## config.mk

```make
export PLATFORM = sky130hd
export DESIGN_NAME = input_pga_config_regs
export DESIGN_NICKNAME = d
export VERILOG_FILES = /design/src/verilog/pga_cfg_pkg.sv /design/src/verilog/pga_pin_decode.sv /design/src/verilog/pga_chan_decode.sv /design/src/verilog/input_pga_config_regs.sv
export SDC_FILE = /design/constraint.sdc
export NUM_CORES = 1
export LEC_CHECK = 0
export ABC_AREA = 0
export ABC_CLOCK_PERIOD_IN_PS = 3400
export BUFFER_PORTS_ARGS = -buffer_cell sky130_fd_sc_hd__buf_2
export CAP_MARGIN = 15
export CORE_MARGIN = 1.5
export CORE_UTILIZATION = 48
export CTS_BUF_LIST = sky130_fd_sc_hd__clkbuf_8 sky130_fd_sc_hd__clkbuf_16
export DETAILED_ROUTE_END_ITERATION = 10
export PLACE_DENSITY_LB_ADDON = 0.05
export REMOVE_ABC_BUFFERS = 1
export SLEW_MARGIN = 10
export SYNTH_ARGS = -nofsm -noshare
export SYNTH_HDL_FRONTEND = slang
export SYNTH_SLANG_ARGS = --single-unit
```

## constraint.sdc

```tcl
create_clock -name CLK_I -period 3.4 [get_ports CLK_I]
set_input_delay 0.51 -clock CLK_I [delete_from_list [all_inputs] [get_ports CLK_I]]
set_output_delay 0.51 -clock CLK_I [all_outputs]
set_load 0.05 [all_outputs]
```

## src/verilog/pga_cfg_pkg.sv

```systemverilog
// Package with register map, field layout, reset values and types of the input amplifier configuration block.
package pga_cfg_pkg;

  localparam int ADDR_W = 8;
  localparam int DATA_W = 16;

  // Register offsets serve directly as addresses on the plain register port.
  localparam logic [7:0] LEFT_GAIN_MUTE_ADDR  = 8'h2c;
  localparam logic [7:0] RIGHT_GAIN_MUTE_ADDR = 8'h2d;
  localparam logic [7:0] LEFT_MODE_ROUTE_ADDR  = 8'h2e;
  localparam logic [7:0] RIGHT_MODE_ROUTE_ADDR = 8'h2f;

  // Field positions.
  localparam int MUTE_BIT   = 7;
  localparam int VOL_LSB    = 0;
  localparam int VOL_W      = 5;
  localparam int CM_BIT     = 6;
  localparam int SEL_N_LSB  = 4;
  localparam int SEL_P_LSB  = 2;
  localparam int MODE_LSB   = 0;

  // Reset values.
  localparam logic       MUTE_RST  = 1'b1;
  localparam logic [4:0] VOL_RST   = 5'h05;
  localparam logic       CM_RST    = 1'b1;
  localparam logic [1:0] SEL_N_RST = 2'h0;
  localparam logic [1:0] SEL_P_RST = 2'h1;

  // Microphone mode gain: base and step in dB, saturating code.
  localparam logic [4:0] MIC_GAIN_BASE_DB = 5'h0c;
  localparam logic [4:0] MIC_GAIN_STEP_DB = 5'h03;
  localparam logic [4:0] MIC_GAIN_MAX_DB  = 5'h1e;
  localparam logic [4:0] MIC_SAT_CODE     = 5'h07;

  typedef enum logic [1:0] {
    MODE_SINGLE   = 2'b00,
    MODE_DIFF_LINE = 2'b01,
    MODE_DIFF_MIC = 2'b10,
    MODE_RESERVED = 2'b11
  } input_mode_type;

  // One-hot pin choice: bit0 pin one, bit1 pin two, bit2 pin three.
  typedef logic [2:0] pin_onehot_type;

  typedef struct packed {
    logic           silence;
    logic [4:0]     gain_code;
    logic           cm_reject_on;
    logic [1:0]     neg_pin_select;
    logic [1:0]     pos_pin_select;
    input_mode_type mode;
  } chan_cfg_type;

  typedef struct packed {
    pin_onehot_type noninv_pin;
    pin_onehot_type inv_pin;
    logic           inv_used;
    logic           path_valid;
    logic           invert_to_adc;
    logic           cm_reject_active;
    logic           silence;
    logic [4:0]     gain_code;
    logic [4:0]     mic_gain_db;
    logic           mic_gain_valid;
  } chan_ctl_type;

endpackage : pga_cfg_pkg

```

## src/verilog/pga_pin_decode.sv

```systemverilog
// Pin-select decoder: two-bit field to one-hot input pin choice.
`timescale 1ns/1ps
`default_nettype none
module pga_pin_decode (
  // Select field
  input  wire logic [1:0]                 sel_i,
  // One-hot pin
  output var  pga_cfg_pkg::pin_onehot_type pin_o
);
  import pga_cfg_pkg::*;

  always_comb
  begin
    if (sel_i[1])
      pin_o = 3'h4;
    else if (sel_i[0])
      pin_o = 3'h2;
    else
      pin_o = 3'h1;
  end

endmodule : pga_pin_decode
`default_nettype wire

```

## src/verilog/pga_chan_decode.sv

```systemverilog
// Per-channel decoder from stored configuration to analogue front-end controls.
`timescale 1ns/1ps
`default_nettype none
module pga_chan_decode (
  // Configuration
  input  wire pga_cfg_pkg::chan_cfg_type cfg_i,
  // Decoded controls
  output var  pga_cfg_pkg::chan_ctl_type ctl_o
);
  import pga_cfg_pkg::*;

  pin_onehot_type neg_pin;
  pin_onehot_type pos_pin;
  logic [4:0]     mic_steps;

  pga_pin_decode u_neg (
    .sel_i (cfg_i.neg_pin_select),
    .pin_o (neg_pin)
  );

  pga_pin_decode u_pos (
    .sel_i (cfg_i.pos_pin_select),
    .pin_o (pos_pin)
  );

  always_comb
  begin
    ctl_o             = '0;
    ctl_o.silence     = cfg_i.silence;
    ctl_o.gain_code   = cfg_i.gain_code;
    mic_steps         = (cfg_i.gain_code > MIC_SAT_CODE) ? MIC_SAT_CODE : cfg_i.gain_code;
    case (cfg_i.mode)
      MODE_SINGLE:
      begin
        // Only the negative select routes; the converter sees the pin inverted.
        ctl_o.inv_pin       = neg_pin;
        ctl_o.inv_used      = 1'b1;
        ctl_o.path_valid    = 1'b1;
        ctl_o.invert_to_adc = 1'b1;
      end
      MODE_DIFF_LINE:
      begin
        ctl_o.inv_pin          = neg_pin;
        ctl_o.noninv_pin       = pos_pin;
        ctl_o.inv_used         = 1'b1;
        ctl_o.path_valid       = 1'b1;
        ctl_o.cm_reject_active = cfg_i.cm_reject_on;
      end
      MODE_DIFF_MIC:
      begin
        ctl_o.inv_pin        = pos_pin;
        ctl_o.noninv_pin     = neg_pin;
        ctl_o.inv_used       = 1'b1;
        ctl_o.path_valid     = 1'b1;
        // Code zero is not a working setting; flagged invalid rather than guessed.
        ctl_o.mic_gain_valid = (cfg_i.gain_code != 5'h00);
        if (cfg_i.gain_code == 5'h00)
          ctl_o.mic_gain_db = 5'h00;
        else if (mic_steps == MIC_SAT_CODE)
          ctl_o.mic_gain_db = MIC_GAIN_MAX_DB;
        else
          ctl_o.mic_gain_db = 5'(MIC_GAIN_BASE_DB + (mic_steps - 5'h01) * MIC_GAIN_STEP_DB);
      end
      default:
      begin
        // Reserved mode leaves the path unrouted.
        ctl_o.path_valid = 1'b0;
      end
    endcase
  end

endmodule : pga_chan_decode
`default_nettype wire

```

## src/verilog/input_pga_config_regs.sv

```systemverilog
// Register bank configuring the left and right analogue input amplifier paths.
//
// Overview of operation
// - Mode field bits 1:0: 00 single-ended, 01 diff line, 10 diff mic, 11 reserved.
// - Right channel settings are held and applied independently of the left.
// - Pin select 00 picks pin one, 01 pin two, 1x pin three.
// - Single-ended and line modes: negative field inverting; positive field non-inverting in line mode only.
// - Microphone mode swaps: negative field non-inverting, positive field inverting.
// - Single-ended uses negative field only; converter input is inverted.
// - Line mode: positive pin in phase, negative pin inverted.
// - Microphone gain 12 to 30 dB in 3 dB steps, saturating.
// - Mute bit 7, one mutes, muted after reset.
// - Five-bit volume in bits 4:0, reset 00101, forwarded as gain code.
// - Reset: negative select 00, positive select 01, mode 00.
// - Common-mode enable bit 6, reset one, effective only in line mode.
//
// The plain strobed port is this design's own decision.
`timescale 1ns/1ps
`default_nettype none
module input_pga_config_regs (
  // Clock and reset
  input  wire logic                             CLK_I,
  input  wire logic                             RST_I,
  // Register port
  input  wire logic [pga_cfg_pkg::ADDR_W-1:0]   ADDR_I,
  input  wire logic [pga_cfg_pkg::DATA_W-1:0]   WDATA_I,
  input  wire logic                             WR_I,
  input  wire logic                             RD_I,
  output logic      [pga_cfg_pkg::DATA_W-1:0]   RDATA_O,
  // Left front-end controls
  output var pga_cfg_pkg::chan_ctl_type         LEFT_CTL_O,
  // Right front-end controls
  output var pga_cfg_pkg::chan_ctl_type         RIGHT_CTL_O
);
  import pga_cfg_pkg::*;

  chan_cfg_type left_cfg_q;
  chan_cfg_type right_cfg_q;
  chan_ctl_type left_ctl_d;
  chan_ctl_type right_ctl_d;

  function automatic logic [DATA_W-1:0] gain_word(input chan_cfg_type c);
    logic [DATA_W-1:0] w;
    w                            = '0;
    w[MUTE_BIT]                  = c.silence;
    w[VOL_LSB +: VOL_W]          = c.gain_code;
    return w;
  endfunction : gain_word

  function automatic logic [DATA_W-1:0] route_word(input chan_cfg_type c);
    logic [DATA_W-1:0] w;
    w                   = '0;
    w[CM_BIT]           = c.cm_reject_on;
    w[SEL_N_LSB +: 2]   = c.neg_pin_select;
    w[SEL_P_LSB +: 2]   = c.pos_pin_select;
    w[MODE_LSB +: 2]    = c.mode;
    return w;
  endfunction : route_word

  // Left gain and mute register.
  always_ff @(posedge CLK_I)
  begin
    if (RST_I)
    begin
      left_cfg_q.silence   <= MUTE_RST;
      left_cfg_q.gain_code <= VOL_RST;
    end
    else if (WR_I && ADDR_I == LEFT_GAIN_MUTE_ADDR)
    begin
      left_cfg_q.silence   <= WDATA_I[MUTE_BIT];
      left_cfg_q.gain_code <= WDATA_I[VOL_LSB +: VOL_W];
    end
  end

  // Left mode and routing register.
  always_ff @(posedge CLK_I)
  begin
    if (RST_I)
    begin
      left_cfg_q.cm_reject_on   <= CM_RST;
      left_cfg_q.neg_pin_select <= SEL_N_RST;
      left_cfg_q.pos_pin_select <= SEL_P_RST;
      left_cfg_q.mode           <= MODE_SINGLE;
    end
    else if (WR_I && ADDR_I == LEFT_MODE_ROUTE_ADDR)
    begin
      left_cfg_q.cm_reject_on   <= WDATA_I[CM_BIT];
      left_cfg_q.neg_pin_select <= WDATA_I[SEL_N_LSB +: 2];
      left_cfg_q.pos_pin_select <= WDATA_I[SEL_P_LSB +: 2];
      left_cfg_q.mode           <= input_mode_type'(WDATA_I[MODE_LSB +: 2]);
    end
  end

  // Right channel registers have their own storage and decode.
  always_ff @(posedge CLK_I)
  begin
    if (RST_I)
    begin
      right_cfg_q.silence   <= MUTE_RST;
      right_cfg_q.gain_code <= VOL_RST;
    end
    else if (WR_I && ADDR_I == RIGHT_GAIN_MUTE_ADDR)
    begin
      right_cfg_q.silence   <= WDATA_I[MUTE_BIT];
      right_cfg_q.gain_code <= WDATA_I[VOL_LSB +: VOL_W];
    end
  end

  always_ff @(posedge CLK_I)
  begin
    if (RST_I)
    begin
      right_cfg_q.cm_reject_on   <= CM_RST;
      right_cfg_q.neg_pin_select <= SEL_N_RST;
      right_cfg_q.pos_pin_select <= SEL_P_RST;
      right_cfg_q.mode           <= MODE_SINGLE;
    end
    else if (WR_I && ADDR_I == RIGHT_MODE_ROUTE_ADDR)
    begin
      right_cfg_q.cm_reject_on   <= WDATA_I[CM_BIT];
      right_cfg_q.neg_pin_select <= WDATA_I[SEL_N_LSB +: 2];
      right_cfg_q.pos_pin_select <= WDATA_I[SEL_P_LSB +: 2];
      right_cfg_q.mode           <= input_mode_type'(WDATA_I[MODE_LSB +: 2]);
    end
  end

  pga_chan_decode u_left (
    .cfg_i (left_cfg_q),
    .ctl_o (left_ctl_d)
  );

  pga_chan_decode u_right (
    .cfg_i (right_cfg_q),
    .ctl_o (right_ctl_d)
  );

  // Outputs are registered from the stored fields, so a write shows one edge after the edge that takes it.
  always_ff @(posedge CLK_I)
  begin
    if (RST_I)
    begin
      LEFT_CTL_O  <= '0;
      RIGHT_CTL_O <= '0;
    end
    else
    begin
      LEFT_CTL_O  <= left_ctl_d;
      RIGHT_CTL_O <= right_ctl_d;
    end
  end

  // Read data stands only in the cycle after the strobe; unmapped reads return zero.
  always_ff @(posedge CLK_I)
  begin
    if (RST_I)
      RDATA_O <= '0;
    else if (RD_I)
    begin
      case (ADDR_I)
        LEFT_GAIN_MUTE_ADDR:   RDATA_O <= gain_word(left_cfg_q);
        RIGHT_GAIN_MUTE_ADDR:  RDATA_O <= gain_word(right_cfg_q);
        LEFT_MODE_ROUTE_ADDR:  RDATA_O <= route_word(left_cfg_q);
        RIGHT_MODE_ROUTE_ADDR: RDATA_O <= route_word(right_cfg_q);
        default:               RDATA_O <= '0;
      endcase
    end
    else
      RDATA_O <= '0;
  end

endmodule : input_pga_config_regs
`default_nettype wire

```

==> results.cfg <==
[status]
status = finished, final reports clean

[layout]
final_common_cell = dfxtp_1
diodes = 0
fillers = 576
drive_gt1_share_pct = 25.9
final_cell_mix = 76 x dfxtp_1, 71 x buf_2, 34 x nor2_1
instances_no_fill = 463
area_delta_synth_final_pct = 16.3
nNetsFinal = 432

[worst_setup_path]
required_ns = 3.66
worstSetupPathType = reg2reg
crit_chain = nor3_1 -> ha_1 -> xor2_1 -> ha_1 -> inv_1 -> ha_1 -> fa_1 -> xnor2_1 -> xnor2_1 -> a211oi_1
reg2reg_from = left_cfg_q[11]$_SDFFE_PP0P_
crit_family = adder cells
cpPeakStageDelay_ns = 0.49
cpMaxStageDelayCell = nor3_1
startpoint = left_cfg_q[11]$_SDFFE_PP0P_
crit_top_cell = ha_1
start_kind = flip-flop
crit_buf_inv = 1
worstPathArrival_ns = 3.04
cp_max_fo = 5
cp-end-kind = flip-flop

[timing]
max_slew.worst_pin.slew_ns = 0.539
period_share_pct = 81.7
setup_violations = 0
timing.fmax_mhz = 360
slew_viol_final = 0
skew_ns = 0.00706
tns_ns = 0
finalHoldViolCount = 0
period_minus_slack_ns = 2.78
slew_headroom_pct = 63.8
rsz0062_at_grt = no

[synthesis]
ys_ff_latch = 76
synth_edf_count = 0
synth_flop_cell = dfxtp_1
synth_area_leaders = dfxtp_1 46%, mux2i_1 8.8%, ha_1 7.6%, nor2_1 3.9%, nor2b_1 3.4%
synth_top_cell_by_area = dfxtp_1
syn-cell-area_um2 = 3280
async_reset_ff_share_pct = 0
syn_area_per_cell_um2 = 10.6
synth_seq_area_share_pct = 46.3
yosysUniqueCellTypes = 38
yosys_warnings = 0
synth.top_cell.area_share_pct = 46.3
synth_cells = 309

[die]
start_util_pct = 50.6
die_w_um = 85.7
die_area_um2 = 7350
core_um2 = 6490
rows = 29
dieHeight_um = 85.7
io_pins = 88

[clocking]
cts_root_buf = clkbuf_8
cts.sinks = 76
post_cts_buffers = 0
clk_latency_ns = 0.34
holdBufCountCts = 0
h-tree-depth = 3
cts.repair.resized = 0
cts_max_path_buffers = 2
path_clk_slew_ns = 0.08
numCtsBuffers = 9
cts_tree = yes

[grt]
antenna_found_initial = 0
grt_use_total_pct = 19.0
grt_pass1_vias = 2151
grt_first_pass_wirelength_um = 10600
grt-ovfl-total = 0
grt_max_degree = 32

[drt]
via_count = 2310
detailedRoute.firstPassIterationCount = 4
drtAntennaViolNets = 0
via_per_inst = 4.99
wl_per_cell_um = 14.4
drc = 0
drt-initial-drc-count = 104
wl_um = 6660

[power]
power.internal_w = 0.00122
p_comb_share_pct = 7.5
power.leakage_nw = 1.99
p_seq_share_pct = 55.5
pwr-share-clk_pct = 37.0
power_density_nw_per_um2 = 424
max-vdd-ir-drop_mv = 0.210
p_sw_w = 0.000402
sw_frac_of_total_pct = 24.8

[min_path]
holdCritStartpoint = WDATA_I[7]
holdCritPathClass = in2reg

[placed_design]
io_buffers = 71
place.detailed.hpwl_um = 4870
place.gp.congestion = 0.752
placed_cells = 448

[job]
maxCapViolCount = 0
-- power by group through the flow --
| stage | clock [W] | sequential, W | combinational (W) |
|---|---|---|---|
| floorplan | 0 | 0.000954 | 0.0000468 |
| global placement | 0 | 0.000921 | 0.000122 |
| detailed placement | 0 | 0.000921 | 0.000122 |
| CTS | 0.000616 | 0.000900 | 0.000122 |
| global route | 0.000651 | 0.000901 | 0.000129 |
| finish | 0.000599 | 0.000900 | 0.000122 |
-- metrics by stage --
step                utilization [%]  total power [W]  worst slack (ns)  hold slack, ns  area [µm²]
floorplan                         -          0.00100             0.870           0.451        3190
global placement               56.2          0.00104             0.687           0.478        3650
detailed placement             56.2          0.00104             0.645           0.478        3650
CTS                            58.8          0.00164             0.616           0.426        3820
global route                   58.8          0.00168             0.429           0.442        3820
finish                         58.8          0.00162             0.621           0.433        3820
-- path summary, 6_finish.rpt --
| check | end | slack, ns | cells after the start |
|---|---|---|---|
| setup / recovery | LEFT_CTL_O[5]$_SDFF_PP0_ | 0.62 | 10 |
| hold / removal | left_cfg_q[12]$_SDFFE_PP1P_ | 0.43 | 3 |
| setup reg to reg | LEFT_CTL_O[5]$_SDFF_PP0_ | 0.62 | 10 |
| hold reg to reg | LEFT_CTL_O[11]$_SDFF_PP0_ | 0.48 | 1 |
-- tightest hold or removal path: stages --
cell and delay (ns):
buf_2 0.08, nor2_1 0.04, mux2i_1 0.10
-- sequential cells by signal, summed over array words and instances, names as in the netlist --
register and flops:
RDATA_O 8, left_cfg_q 13, RIGHT_CTL_O 21, LEFT_CTL_O 21, right_cfg_q 13
-- synthesized netlist by cell type (all sizes together) (3+ instances only) --
cell type,count
buf,14
nor2,35
inv,22
nor3,16
nand4,5
a22oi,12
nand2,24
ha,20
nor2b,18
mux2i,29
clkbuf,4
mux4,5
xnor2,3
dfxtp,76
-- cell families after synthesis --
family	Yosys count	synth area share, %
AND/OR/NAND/NOR	110	19.1
flip-flops	76	46.3
buffers and inverters	41	6.44
multiplexers	34	12.6
adder cells (fa/ha/maj)	22	8.84
AO/OA/AOI/OAI	20	5.22
XOR/XNOR	5	1.33
other	1	0.114
-- layout make-up --
| class | instances | area [µm²] | area share, % |
|---|---|---|---|
| Multi-Input combinational cell | 199 | 1580 | 41.3 |
| Sequential cell | 76 | 1520 | 39.8 |
| Timing Repair Buffer | 73 | 370 | 9.69 |
| Clock buffer | 11 | 151 | 3.96 |
| Tap cell | 77 | 96.3 | 2.52 |
| Inverter | 23 | 86.3 | 2.26 |
| Clock inverter | 4 | 17.5 | 0.458 |
-- routing by layer --
layer | up-vias | global-route usage [%] | routed length, µm
met4 | 0 | 8.65 | 108
met5 | - | 0 | 0
met2 | 84 | 28.5 | 2880
met3 | 9 | 4.04 | 397
met1 | 1056 | 26.3 | 3270
li1 | 1161 | - | -
Note: power is estimated with default switching activity, not from simulation.
